**src/hdl/tios_defines.svh**
```systemverilog
// Register map, field positions, reset values and timing counts for the interrupt status block
`ifndef TIOS_DEFINES_SVH
`define TIOS_DEFINES_SVH

`define TIOS_IDX_WRAP_IRQ   8'h1D
`define TIOS_IDX_EVENT_IRQ  8'h1E
`define TIOS_IDX_WRAP_LATCH 8'h1F
`define TIOS_IDX_WRAP_MASK  8'h20
`define TIOS_IDX_EVENT_MASK 8'h21
`define TIOS_IDX_CONTROL    8'h22
`define TIOS_ADDR_W         8

`define TIOS_RST_STATUS     8'h00
`define TIOS_RST_MASK       8'h00
`define TIOS_RST_CONTROL    8'h00

`define TIOS_W3_FDL_CTRL    6
`define TIOS_W3_SIG_CTRL    5
`define TIOS_W3_LOOP        4
`define TIOS_W3_ONE_SEC     3
`define TIOS_W3_FIVE_SEC    2
`define TIOS_W3_BIT_MSG     1
`define TIOS_W3_SIG_CHANGE  0
`define TIOS_CTL_DEBOUNCE   0
`define TIOS_W3_USED_MASK   8'h7F

`define TIOS_WRAP_FROM      8'hFF
`define TIOS_WRAP_TO        8'h00

`define TIOS_CLK_HZ         40000000
`define TIOS_LOOP_TIME_MS   48
`define TIOS_LOOP_CYCLES    ((`TIOS_LOOP_TIME_MS * `TIOS_CLK_HZ) / 1000)

`define TIOS_BOM_LEN        16
`define TIOS_BOM_HIST       10
`define TIOS_BOM_NEED       8
`define TIOS_BOM_FLAG       8'hFF

`endif

```
**src/hdl/tios_pkg.sv**
```systemverilog
// Types shared by the interrupt status block
package tios_pkg;
  typedef logic [7:0] tios_byte_t;
  typedef enum logic [2:0] {
    TIOS_SEL_NONE,
    TIOS_SEL_WRAP_IRQ,
    TIOS_SEL_EVENT_IRQ,
    TIOS_SEL_WRAP_LATCH,
    TIOS_SEL_WRAP_MASK,
    TIOS_SEL_EVENT_MASK,
    TIOS_SEL_CONTROL
  } tios_sel_e;
endpackage : tios_pkg

```
**src/hdl/tios_loop_detect.sv**
```systemverilog
// Loop-up and loop-down code persistence detector
`timescale 1ns/10ps
`include "tios_defines.svh"
module tios_loop_detect
  import tios_pkg::*;
#(
  parameter int LOOP_CYCLES = `TIOS_LOOP_CYCLES
)(
  input  wire logic pclk,
  input  wire logic presetn,
  input  wire logic rx_bit,
  input  wire logic rx_bit_valid,
  output logic      loop_ev
);
  logic [4:0] hist_q;
  logic [1:0] match;
  logic [1:0] ok_q;
  logic [1:0] hit;

  // Period five with a single one, period three with a single one
  assign match[0] = (rx_bit == hist_q[4]) && ($countones({hist_q[3:0], rx_bit}) == 1);
  assign match[1] = (rx_bit == hist_q[2]) && ($countones({hist_q[1:0], rx_bit}) == 1);

  always_ff @(posedge pclk or negedge presetn)
    if (!presetn)
      hist_q <= 5'h00;
    else if (rx_bit_valid)
      hist_q <= {hist_q[3:0], rx_bit};

  genvar g;
  generate
    for (g = 0; g < 2; g++)
    begin : g_pat
      logic [31:0] tmr_q;
      always_ff @(posedge pclk or negedge presetn)
        if (!presetn)
          ok_q[g] <= 1'b0;
        else if (rx_bit_valid)
          ok_q[g] <= match[g];
      // Timer saturates so one persistent code reports once
      always_ff @(posedge pclk or negedge presetn)
        if (!presetn)
          tmr_q <= 32'h0000_0000;
        else if (!ok_q[g] || (rx_bit_valid && !match[g]))
          tmr_q <= 32'h0000_0000;
        else if (tmr_q < 32'(LOOP_CYCLES))
          tmr_q <= tmr_q + 32'h0000_0001;
      assign hit[g] = ok_q[g] && !(rx_bit_valid && !match[g]) && (tmr_q == 32'(LOOP_CYCLES - 1));
    end
  endgenerate

  assign loop_ev = |hit;
endmodule : tios_loop_detect

```
**src/hdl/tios_bom_detect.sv**
```systemverilog
// Bit-oriented message detector with 8-of-10 acceptance
`timescale 1ns/10ps
`include "tios_defines.svh"
module tios_bom_detect
  import tios_pkg::*;
(
  input  wire logic pclk,
  input  wire logic presetn,
  input  wire logic fdl_bit,
  input  wire logic fdl_valid,
  output logic      bom_ev
);
  logic [15:0] sr_q;
  logic [15:0] sr_d;
  logic [3:0]  pos_q;
  logic [6:0]  hist_q [`TIOS_BOM_HIST];
  logic [6:0]  acc_q;
  logic [`TIOS_BOM_HIST-1:0] same;
  logic        hit;
  logic        push;
  logic [6:0]  entry;

  assign sr_d  = {sr_q[14:0], fdl_bit};
  assign hit   = (sr_d[15:8] == `TIOS_BOM_FLAG) && !sr_d[7] && !sr_d[0];
  // A position with no valid message is pushed as invalid
  assign push  = fdl_valid && (hit || (pos_q == 4'hF));
  assign entry = hit ? {1'b1, sr_d[6:1]} : 7'h00;

  always_ff @(posedge pclk or negedge presetn)
    if (!presetn)
    begin
      sr_q  <= 16'h0000;
      pos_q <= 4'h0;
    end
    else if (fdl_valid)
    begin
      sr_q  <= sr_d;
      pos_q <= push ? 4'h0 : pos_q + 4'h1;
    end

  genvar g;
  generate
    for (g = 0; g < `TIOS_BOM_HIST; g++)
    begin : g_hist
      always_ff @(posedge pclk or negedge presetn)
        if (!presetn)
          hist_q[g] <= 7'h00;
        else if (push)
          hist_q[g] <= (g == 0) ? entry : hist_q[(g == 0) ? 0 : g - 1];
      assign same[g] = hist_q[0][6] && (hist_q[g] == hist_q[0]);
    end
  endgenerate

  assign bom_ev = ($countones(same) >= `TIOS_BOM_NEED) && (hist_q[0] != acc_q);

  always_ff @(posedge pclk or negedge presetn)
    if (!presetn)
      acc_q <= 7'h00;
    else if (bom_ev)
      acc_q <= hist_q[0];
endmodule : tios_bom_detect

```
**src/hdl/tios_status.sv**
```systemverilog
// Read-clearable interrupt and overflow latch status registers on APB
// Behaviour
// - Frame bit error counter wrap FF to 00 sets its interrupt bit if unmasked.
// - CRC error counter wrap FF to 00 sets its interrupt bit if unmasked.
// - Out-of-frame counter wrap FF to 00 sets its interrupt bit if unmasked.
// - Alignment change counter wrap FF to 00 sets its interrupt bit if unmasked.
// - Line violation counter wrap FF to 00 sets its interrupt bit if unmasked.
// - Test pattern error counter wrap sets its interrupt bit if unmasked.
// - Test pattern multiframe counter wrap sets its bit; mask one means enabled.
// - Multiframe sync loss counter wrap sets its interrupt bit if unmasked.
// - Masked events never set an interrupt status bit.
// - Reading an interrupt word clears its set bits.
// - Unmasked facility link controller event sets its interrupt bit.
// - Unmasked signaling link controller event sets its interrupt bit.
// - Loop-up or loop-down code held 48 ms sets loop code interrupt.
// - Rising one-second flag sets the one-second interrupt if unmasked.
// - Rising five-second flag sets the five-second interrupt if unmasked.
// - New differing bit-oriented message sets the message interrupt.
// - A message is accepted only after 8 of last 10 positions.
// - Signaling pattern change sets interrupt, debounced value when enabled.
// - Eight overflow latches set on counter wrap, cleared after read.
`timescale 1ns/10ps
`include "tios_defines.svh"
module tios_status
  import tios_pkg::*;
#(
  parameter int LOOP_CYCLES = `TIOS_LOOP_CYCLES
)(
  input  wire logic        pclk,
  input  wire logic        presetn,
  input  wire logic        psel,
  input  wire logic        penable,
  input  wire logic        pwrite,
  input  wire logic [7:0]  paddr,
  input  wire logic [31:0] pwdata,
  output logic      [31:0] prdata,
  output logic             pready,
  output logic             pslverr,
  input  wire logic [7:0]  frame_bit_err_count,
  input  wire logic [7:0]  crc_err_count,
  input  wire logic [7:0]  out_of_frame_count,
  input  wire logic [7:0]  align_change_count,
  input  wire logic [7:0]  line_violation_count,
  input  wire logic [7:0]  test_pattern_err_count,
  input  wire logic [7:0]  test_pattern_mf_count,
  input  wire logic [7:0]  multiframe_sync_loss_count,
  input  wire logic        facility_link_ctrl_event,
  input  wire logic        signaling_link_ctrl_event,
  input  wire logic        rx_line_bit,
  input  wire logic        rx_line_bit_valid,
  input  wire logic        one_second_flag,
  input  wire logic        five_second_flag,
  input  wire logic        facility_data_link_bit,
  input  wire logic        facility_data_link_valid,
  input  wire logic [3:0]  signaling_raw,
  input  wire logic [3:0]  signaling_debounced,
  output logic             signaling_debounce_enable
);
  tios_byte_t count_in [8];
  tios_byte_t count_q  [8];
  tios_byte_t wrap_ev;
  tios_byte_t ev3;
  tios_byte_t wrap_irq_q;
  tios_byte_t wrap_irq_d;
  tios_byte_t event_irq_q;
  tios_byte_t event_irq_d;
  tios_byte_t wrap_latch_q;
  tios_byte_t wrap_latch_d;
  tios_byte_t wrap_mask_q;
  tios_byte_t event_mask_q;
  tios_byte_t control_q;
  tios_byte_t rd_val;
  tios_byte_t clr_wrap;
  tios_byte_t clr_event;
  tios_byte_t clr_latch;
  tios_sel_e  sel;
  tios_sel_e  sel_q;
  logic [31:0] prdata_q;
  logic        pready_q;
  logic        pslverr_q;
  logic        setup;
  logic        access;
  logic        rd_done;
  logic        one_prev_q;
  logic        five_prev_q;
  logic [3:0]  sig_prev_q;
  logic [3:0]  sig_sel;
  logic        sig_valid_q;
  logic        sig_ev;
  logic        loop_ev;
  logic        bom_ev;

  // Counter wrap detection, one per counter
  assign count_in[7] = frame_bit_err_count;
  assign count_in[6] = crc_err_count;
  assign count_in[5] = out_of_frame_count;
  assign count_in[4] = align_change_count;
  assign count_in[3] = line_violation_count;
  assign count_in[2] = test_pattern_err_count;
  assign count_in[1] = test_pattern_mf_count;
  assign count_in[0] = multiframe_sync_loss_count;

  genvar g;
  generate
    for (g = 0; g < 8; g++)
    begin : g_wrap
      always_ff @(posedge pclk or negedge presetn)
        if (!presetn)
          count_q[g] <= 8'h00;
        else
          count_q[g] <= count_in[g];
      // Reset value zero so no false wrap right after reset
      assign wrap_ev[g] = (count_q[g] == `TIOS_WRAP_FROM) && (count_in[g] == `TIOS_WRAP_TO);
    end
  endgenerate

  // Edge and change detection for word three sources
  always_ff @(posedge pclk or negedge presetn)
    if (!presetn)
    begin
      one_prev_q  <= 1'b0;
      five_prev_q <= 1'b0;
    end
    else
    begin
      one_prev_q  <= one_second_flag;
      five_prev_q <= five_second_flag;
    end

  assign sig_sel = control_q[`TIOS_CTL_DEBOUNCE] ? signaling_debounced : signaling_raw;

  // First sample after reset only primes the compare register
  always_ff @(posedge pclk or negedge presetn)
    if (!presetn)
    begin
      sig_prev_q  <= 4'h0;
      sig_valid_q <= 1'b0;
    end
    else
    begin
      sig_prev_q  <= sig_sel;
      sig_valid_q <= 1'b1;
    end

  assign sig_ev = sig_valid_q && (sig_sel != sig_prev_q);

  tios_loop_detect #(
    .LOOP_CYCLES (LOOP_CYCLES)
  ) u_loop (
    .pclk         (pclk),
    .presetn      (presetn),
    .rx_bit       (rx_line_bit),
    .rx_bit_valid (rx_line_bit_valid),
    .loop_ev      (loop_ev)
  );

  tios_bom_detect u_bom (
    .pclk      (pclk),
    .presetn   (presetn),
    .fdl_bit   (facility_data_link_bit),
    .fdl_valid (facility_data_link_valid),
    .bom_ev    (bom_ev)
  );

  always_comb
  begin
    ev3                        = 8'h00;
    ev3[`TIOS_W3_FDL_CTRL]     = facility_link_ctrl_event;
    ev3[`TIOS_W3_SIG_CTRL]     = signaling_link_ctrl_event;
    ev3[`TIOS_W3_LOOP]         = loop_ev;
    ev3[`TIOS_W3_ONE_SEC]      = one_second_flag && !one_prev_q;
    ev3[`TIOS_W3_FIVE_SEC]     = five_second_flag && !five_prev_q;
    ev3[`TIOS_W3_BIT_MSG]      = bom_ev;
    ev3[`TIOS_W3_SIG_CHANGE]   = sig_ev;
  end

  // APB decode; byte address is four times the register index
  assign setup   = psel && !penable;
  assign access  = psel && penable && pready_q;
  assign rd_done = access && !pwrite;

  always_comb
  begin
    sel = TIOS_SEL_NONE;
    if (paddr[1:0] == 2'b00)
    begin
      case (paddr[7:2])
        6'(`TIOS_IDX_WRAP_IRQ):   sel = TIOS_SEL_WRAP_IRQ;
        6'(`TIOS_IDX_EVENT_IRQ):  sel = TIOS_SEL_EVENT_IRQ;
        6'(`TIOS_IDX_WRAP_LATCH): sel = TIOS_SEL_WRAP_LATCH;
        6'(`TIOS_IDX_WRAP_MASK):  sel = TIOS_SEL_WRAP_MASK;
        6'(`TIOS_IDX_EVENT_MASK): sel = TIOS_SEL_EVENT_MASK;
        6'(`TIOS_IDX_CONTROL):    sel = TIOS_SEL_CONTROL;
        default:                  sel = TIOS_SEL_NONE;
      endcase
    end
  end

  always_comb
  begin
    case (sel)
      TIOS_SEL_WRAP_IRQ:   rd_val = wrap_irq_q;
      TIOS_SEL_EVENT_IRQ:  rd_val = event_irq_q;
      TIOS_SEL_WRAP_LATCH: rd_val = wrap_latch_q;
      TIOS_SEL_WRAP_MASK:  rd_val = wrap_mask_q;
      TIOS_SEL_EVENT_MASK: rd_val = event_mask_q;
      TIOS_SEL_CONTROL:    rd_val = control_q;
      default:             rd_val = 8'h00;
    endcase
  end

  // One wait-free access phase: ready is high in the first access cycle
  always_ff @(posedge pclk or negedge presetn)
    if (!presetn)
    begin
      pready_q  <= 1'b0;
      pslverr_q <= 1'b0;
      sel_q     <= TIOS_SEL_NONE;
    end
    else
    begin
      pready_q  <= setup;
      pslverr_q <= setup && (sel == TIOS_SEL_NONE);
      if (setup)
        sel_q <= sel;
    end

  // Data is captured at setup; the same snapshot drives the clear
  always_ff @(posedge pclk or negedge presetn)
    if (!presetn)
      prdata_q <= 32'h0000_0000;
    else if (setup && !pwrite)
      prdata_q <= {24'h000000, rd_val};

  assign clr_wrap  = (rd_done && sel_q == TIOS_SEL_WRAP_IRQ)   ? prdata_q[7:0] : 8'h00;
  assign clr_event = (rd_done && sel_q == TIOS_SEL_EVENT_IRQ)  ? prdata_q[7:0] : 8'h00;
  assign clr_latch = (rd_done && sel_q == TIOS_SEL_WRAP_LATCH) ? prdata_q[7:0] : 8'h00;

  // Set beats clear so an event during the read is kept
  assign wrap_irq_d   = (wrap_irq_q & ~clr_wrap)
                      | (wrap_ev & wrap_mask_q);
  assign event_irq_d  = ((event_irq_q & ~clr_event) | (ev3 & event_mask_q)) & `TIOS_W3_USED_MASK;
  assign wrap_latch_d = (wrap_latch_q & ~clr_latch) | wrap_ev;

  always_ff @(posedge pclk or negedge presetn)
    if (!presetn)
    begin
      wrap_irq_q   <= `TIOS_RST_STATUS;
      event_irq_q  <= `TIOS_RST_STATUS;
      wrap_latch_q <= `TIOS_RST_STATUS;
    end
    else
    begin
      wrap_irq_q   <= wrap_irq_d;
      event_irq_q  <= event_irq_d;
      wrap_latch_q <= wrap_latch_d;
    end

  // Writes to status words are ignored without error
  always_ff @(posedge pclk or negedge presetn)
    if (!presetn)
    begin
      wrap_mask_q  <= `TIOS_RST_MASK;
      event_mask_q <= `TIOS_RST_MASK;
      control_q    <= `TIOS_RST_CONTROL;
    end
    else if (access && pwrite)
    begin
      if (sel_q == TIOS_SEL_WRAP_MASK)
        wrap_mask_q <= pwdata[7:0];
      if (sel_q == TIOS_SEL_EVENT_MASK)
        event_mask_q <= pwdata[7:0] & `TIOS_W3_USED_MASK;
      if (sel_q == TIOS_SEL_CONTROL)
        control_q <= {7'h00, pwdata[`TIOS_CTL_DEBOUNCE]};
    end

  assign prdata                    = prdata_q;
  assign pready                    = pready_q;
  assign pslverr                   = pslverr_q;
  assign signaling_debounce_enable = control_q[`TIOS_CTL_DEBOUNCE];
endmodule : tios_status

```
**config.mk**
```make
export PLATFORM = sky130hd
export DESIGN_NAME = tios_status
export DESIGN_NICKNAME = d
export VERILOG_FILES = /design/src/hdl/tios_pkg.sv /design/src/hdl/tios_loop_detect.sv /design/src/hdl/tios_bom_detect.sv /design/src/hdl/tios_status.sv
export VERILOG_INCLUDE_DIRS = /design/src /design/src/hdl
export SDC_FILE = /design/constraint.sdc
export NUM_CORES = 1
export LEC_CHECK = 0
export BUFFER_PORTS_ARGS = -buffer_cell sky130_fd_sc_hd__clkbuf_2
export CAP_MARGIN = 10
export CORE_MARGIN = 5
export CORE_UTILIZATION = 35
export CTS_CLUSTER_DIAMETER = 200
export DETAILED_ROUTE_END_ITERATION = 7
export PLACE_DENSITY = 0.51
export SETUP_SLACK_MARGIN = 0.4
export SKIP_CTS_REPAIR_TIMING = 1
export SLEW_MARGIN = 5
export SYNTH_ARGS = -nofsm -noshare
export SYNTH_HDL_FRONTEND = slang
export SYNTH_SLANG_ARGS = --single-unit
```
**constraint.sdc**
```tcl
create_clock -name pclk -period 6.25 [get_ports pclk]
set_input_delay 1.25 -clock pclk [delete_from_list [all_inputs] [get_ports pclk]]
set_output_delay 1.25 -clock pclk [all_outputs]
set_load 0.02 [all_outputs]
```
Word level (Yosys, flattened, before mapping). Cells that the tools add are included.

Add/sub/neg operators: 17. Magnitude comparators: 3. Equal/unequal tests: 45. Multiplexer cells: 13. Bitwise logic cells: 11. Reduce and logical (&&, ||, !) cells: 73.

Operators by type and width (count): $add A32 B32 Y32 (5); $mux W32 (4); $eq A8 B8 Y1 const B (9); $add A32 B1 Y32 (2); $add A32 B1 Y32 const B (2); $eq A32 B2 Y1 const B (2); $eq A32 B21 Y1 const B (2); $logic_not A8 Y1 (8); $lt A32 B21 Y1 const B (2); $eq A7 B7 Y1 (9); $pmux W8 S6 (1); $logic_and A1 B1 Y1 (42); $ge A32 B5 Y1 const B (1); $and A8 B8 Y8 (3); $eq A3 B3 Y1 const B (6); $eq A6 B5 Y1 const B (3); $eq A6 B6 Y1 const B (3); $pmux W3 S6 (1); $mux W8 (2); $not A8 Y8 (2); $or A8 B8 Y8 (2); $add A1 B1 Y2 (7); $and A7 B7 Y7 (2); $mux W7 (2); 18 further kinds (40).

Bits in registers: 290. Bits of input ports: 125. Output and inout bits: 35.

Depth between registers and ports, before layout.
Word-level depth: 13. Mapped depth: 16.

By module. A second synthesis with hierarchy kept.

Cell total of the unflattened synthesis: 1061. Area total of the unflattened synthesis: 12812.3 sq um.

By module, submodules not included: tios_status (times used 1, cells an instance 370, area each 4778.3 sq um, seq. area each 3078.0 sq um); tios_bom_detect (times used 1, cells an instance 343, area each 4583.1 sq um, seq. area each 2402.3 sq um); tios_loop_detect (times used 1, cells an instance 348, area each 3450.8 sq um, seq. area each 1776.7 sq um).

Worst setup path before layout. No wires, ideal clock.

Path kind: flip-flop to flip-flop. From: register u_bom.hist_q[66] in the netlist's numbering. To: register u_bom.acc_q[0]. Setup time: 0.125 ns. Arrival time: 4.571 ns. Required time: 6.125 ns. Path slack: 1.555 ns. Stages on the path, launching flop included: 16. Path buffers: 2. Clock period less this slack: 4.695 ns. Cells stage by stage: dfrtp_1 -> clkbuf_1 -> buf_1 -> xnor2_1 -> nand3_1 -> nor4_1 -> ha_1 -> inv_1 -> fa_1 -> fa_1 -> inv_1 -> fa_1 -> fa_1 -> a21o_1 -> a21oi_1 -> mux2_2.

Longest elaborated chain between the ends: 8. Elaborated cells between the ends (all ways): 30. Those cells by class: add/sub (9); order compare (1); eq/ne (10); reduce/logical (10).

RTL lines: from (decl) (RTL line tios_bom_detect.sv:16) `` logic [6:0] hist_q [`TIOS_BOM_HIST]; ``; from (signal, indexed assignment) (RTL line tios_bom_detect.sv:49) `hist_q[g] <= (g == 0) ? entry : hist_q[(g == 0) ? 0 : g - 1];`; $eq A7 B7 Y1 (RTL line tios_bom_detect.sv:50) `assign same[g] = hist_q[0][6] && (hist_q[g] == hist_q[0]);`; $logic_and A1 B1 Y1 (RTL line tios_bom_detect.sv:50); $add A1 B1 Y2 (not written as such) (RTL line tios_bom_detect.sv:54) `` assign bom_ev = ($countones(same) >= `TIOS_BOM_NEED) && (hist_q[0] != acc_q); ``; $add A32 B32 Y32 (not written as such) (3 in series) (RTL line tios_bom_detect.sv:54); $ge A32 B5 Y1 (no source line); $logic_and A1 B1 Y1 * (RTL line tios_bom_detect.sv:54); to (signal assigned) (RTL line tios_bom_detect.sv:60) `acc_q <= hist_q[0];`; to (decl) (RTL line tios_bom_detect.sv:17) `logic [6:0] acc_q;`.

Mark *: on every way between the ends. The rest lies on a longest branch, timed or not. A chain may end at the register's enable or synchronous reset.

Worst setup path after layout.
From: register u_bom.hist_q[63] in the netlist's numbering. To: register u_bom.acc_q[1].

The elaborated chain is that of the path after synthesis.

==> impl_metrics.json <==
{
  "status": "completed",
  "initial_core_util_pct": 35.2,
  "track_usage_pct": 13.4,
  "fin_area_um2": 14900,
  "dp_hpwl_um": 18900,
  "area_growth_pct": 16.4,
  "drtIter0Drc": 367,
  "instances_no_fill": 1664,
  "cts_buffers": 34,
  "path_clk_slew_ps": 60,
  "ys_types": 56,
  "whs_ps": 408,
  "sw_frac_of_total_pct": 23.5,
  "p_leak_nw": 6.88,
  "synth_area_leader_cell": "dfrtp_1",
  "fin_ws_ps": 1410,
  "dpl-instance-area_um2": 13800,
  "grt_setup_unrepaired": "no",
  "syn_avg_cell_area_um2": 12.1,
  "dp_cells": 1605,
  "multi_input_area_um2": 5200,
  "drc": 0,
  "min_period_ps": 4840,
  "hold_depth": 1,
  "clkLatencyLatePin_ps": 500,
  "p_int_mw": 3.28,
  "final-hold-violation-count": 0,
  "via_per_inst": 5.02,
  "wl_um": 27500,
  "period_share_pct": 77.4,
  "power_frac_comb_pct": 6.9,
  "clock-sinks": 290,
  "ir_drop_mv": 0.184,
  "seqPwrFrac_pct": 47.6,
  "grt_pass1_wl_um": 45300,
  "fill_cells": 3501,
  "synthCells": 1058,
  "r2r-start": "u_bom.hist_q[63]",
  "routedWlPerCell_um": 16.5,
  "synthMuxAreaShare_pct": 10.2,
  "hold_end": "event_irq_q[3]",
  "gp_congestion": 0.756,
  "holdCritStartpoint": "one_prev_q",
  "worst_setup_path_end_kind": "flip-flop",
  "worstSetupStartpoint": "u_bom.hist_q[63]",
  "num_antenna_cells": 0,
  "ys.flop_type": "dfrtp_1",
  "antenna_left": 0,
  "synth_commonest_cells": "290 x dfrtp_1, 114 x mux2_2, 64 x nand2_1, 43 x xnor2_1, 38 x nand3_1",
  "rr_worst_depth": 13,
  "crit_top_cell": "fa_1",
  "synth_most_common_cell": "dfrtp_1",
  "slew_headroom_pct": 26.5,
  "crit_chain": "buf_4, xnor2_1, nand3_1, nor3_1, nand4_1, fa_1, fa_1, inv_1, fa_1, fa_1, a21o_1, a21oi_1, mux2_2",
  "final-seq-area_um2": 7260,
  "die_h_um": 201,
  "nets": 1318,
  "worstHoldPathType": "flip-flop to flip-flop",
  "placementRows": 70,
  "h-tree-depth": 2,
  "fp.dieArea_um2": 40500,
  "final_util_pct": 41.0,
  "io_pins": 160,
  "setup_violations": 0,
  "drive_above_1_share_pct": 25.4,
  "fin_tns_setup_ps": 0,
  "drv_slew": 0,
  "cts_tree": "done",
  "cts-root-buf": "clkbuf_16",
  "slowest_delay_ps": 660,
  "synth_area_leaders": "dfrtp_1 57%, mux2_2 10%, xnor2_1 2.9%",
  "portBuffers": 111,
  "synth_top_family_by_area": "simple AND/OR/NAND/NOR gates",
  "pre_cts_ws_ps": 1350,
  "skew_ps": 17.0,
  "cp.required_ps": 6630,
  "synth_top_area_share_pct": 56.7,
  "synth_fa_ha_area_share_pct": 2.42,
  "finalPower_mw": 4.29,
  "antenna_found_initial": 0,
  "yosys_warnings": 0,
  "max_clock_freq_mhz": 207,
  "switching_power_mw": 1.01,
  "synth_area_um2": 12800,
  "yosys.area_share.simple_pct": 13.3,
  "power.density_nw_per_um2": 288,
  "grt-ovfl-total": 0,
  "start_kind": "flip-flop",
  "first_pass_iters": 4,
  "worst-path-max-fanout": 9,
  "grt_pass1_vias": 8465,
  "seq_area_frac_synth_pct": 56.7,
  "synthArstFlopShare_pct": 100,
  "grt_max_degree": 129,
  "clock_power_share_pct": 45.4,
  "critPathKind": "flip-flop to flip-flop",
  "ys_ff_latch": 290,
  "synth_compound_area_share_pct": 9.14,
  "timing.rr.end": "u_bom.acc_q[1]",
  "core_um2": 36300,
  "slowest_stage": "a21oi_1",
  "arrival_ps": 5210,
  "r2r_slack_ps": 1410,
  "vias": 8350,
  "die_width_um": 201,
  "cts_max_path_buffers": 3,
  "tightestPinTransition_ps": 1100,
  "synth-xor-area-share_pct": 4.79,
  "drv_cap": 0,
  "synth-edff-count": 0
}
==> routing by layer <==
metal / part of all wire (%) / track usage [%] / vias to the layer above
li1: - / - / 4023
met1: 49 / 19.4 / 4129
met2: 45 / 20.9 / 157
met3: 4.3 / 2.34 / 41
met4: 2.1 / 3.44 / 0
met5: 0 / 0 / -
==> cell type report <==
class	instances	area share, %
Clock buffer	45	6.33
Clock inverter	14	1.16
Inverter	23	0.580
Multi-Input combinational cell	703	34.9
Sequential cell	290	48.7
Tap cell	468	3.93
Timing Repair Buffer	121	4.39
==> worst max-delay path, delay by kind of cell, from the launching register on <==
family                   cells  cell delay, ps
adder cells (fa/ha/maj)      4            1950
AO/OA/AOI/OAI                2             820
flip-flops                   1             610
AND/OR/NAND/NOR              3             500
multiplexers                 1             410
buffers and inverters        2             300
XOR/XNOR                     1             130
==> worst max-delay path by stage <==
stage,end,slack (ps)
6_report,u_bom.acc_q[1],1410
5_1_grt,u_bom.acc_q[1],1160
4_1_cts,u_bom.acc_q[1],1340
3_5_place_dp,u_bom.acc_q[4],1350
3_3_place_gp,u_bom.acc_q[3],1410
2_1_floorplan,u_bom.acc_q[0],1550
==> logic make-up after synthesis <==
| group | count (synthesis) |
|---|---|
| muxes | 116 |
| and+or+nand+nor | 306 |
| adders and majority gates | 20 |
| other | 2 |
| AOI/OAI and AO/OA | 166 |
| buffers and inverters | 88 |
| DFF | 290 |
| xor gates and xnor gates | 70 |
==> state kept, by name, indices dropped and copies added (netlist names), 2 cells and up <==
name                cells
wrap_irq_q              8
count_q                64
u_bom.hist_q           70
wrap_latch_q            8
u_loop.ok_q             2
prdata                  8
sig_prev_q              4
event_mask_q            7
u_bom.acc_q             7
u_bom.pos_q             4
u_loop.g_pat.tmr_q     64
u_loop.hist_q           5
wrap_mask_q             8
sel_q                   3
event_irq_q             7
u_bom.sr_q             15
==> layout by cell type, fill, tap and decap left out, drive strengths merged, types with 30 or more instances in the layout <==
| cell type | netlist | final |
|---|---|---|
| mux2 | 114 | 114 |
| o21ai | 37 | 37 |
| nor4 | 31 | 31 |
| nand4 | 30 | 30 |
| a21oi | 36 | 36 |
| nand2 | 64 | 64 |
| nand3 | 38 | 38 |
| clkbuf | 26 | 155 |
| xnor2 | 43 | 43 |
| dfrtp | 290 | 290 |
==> power by group through the flow <==
stage / Clock (mW) / Sequential (mW) / Combinational, mW
floorplan: 0 / 2.05 / 0.201
global placement: 0 / 2.08 / 0.300
detailed placement: 0 / 2.08 / 0.307
CTS: 2.02 / 2.04 / 0.308
global route: 2.10 / 2.06 / 0.344
finish: 1.95 / 2.04 / 0.298
Power figures use the tool's default switching activity.
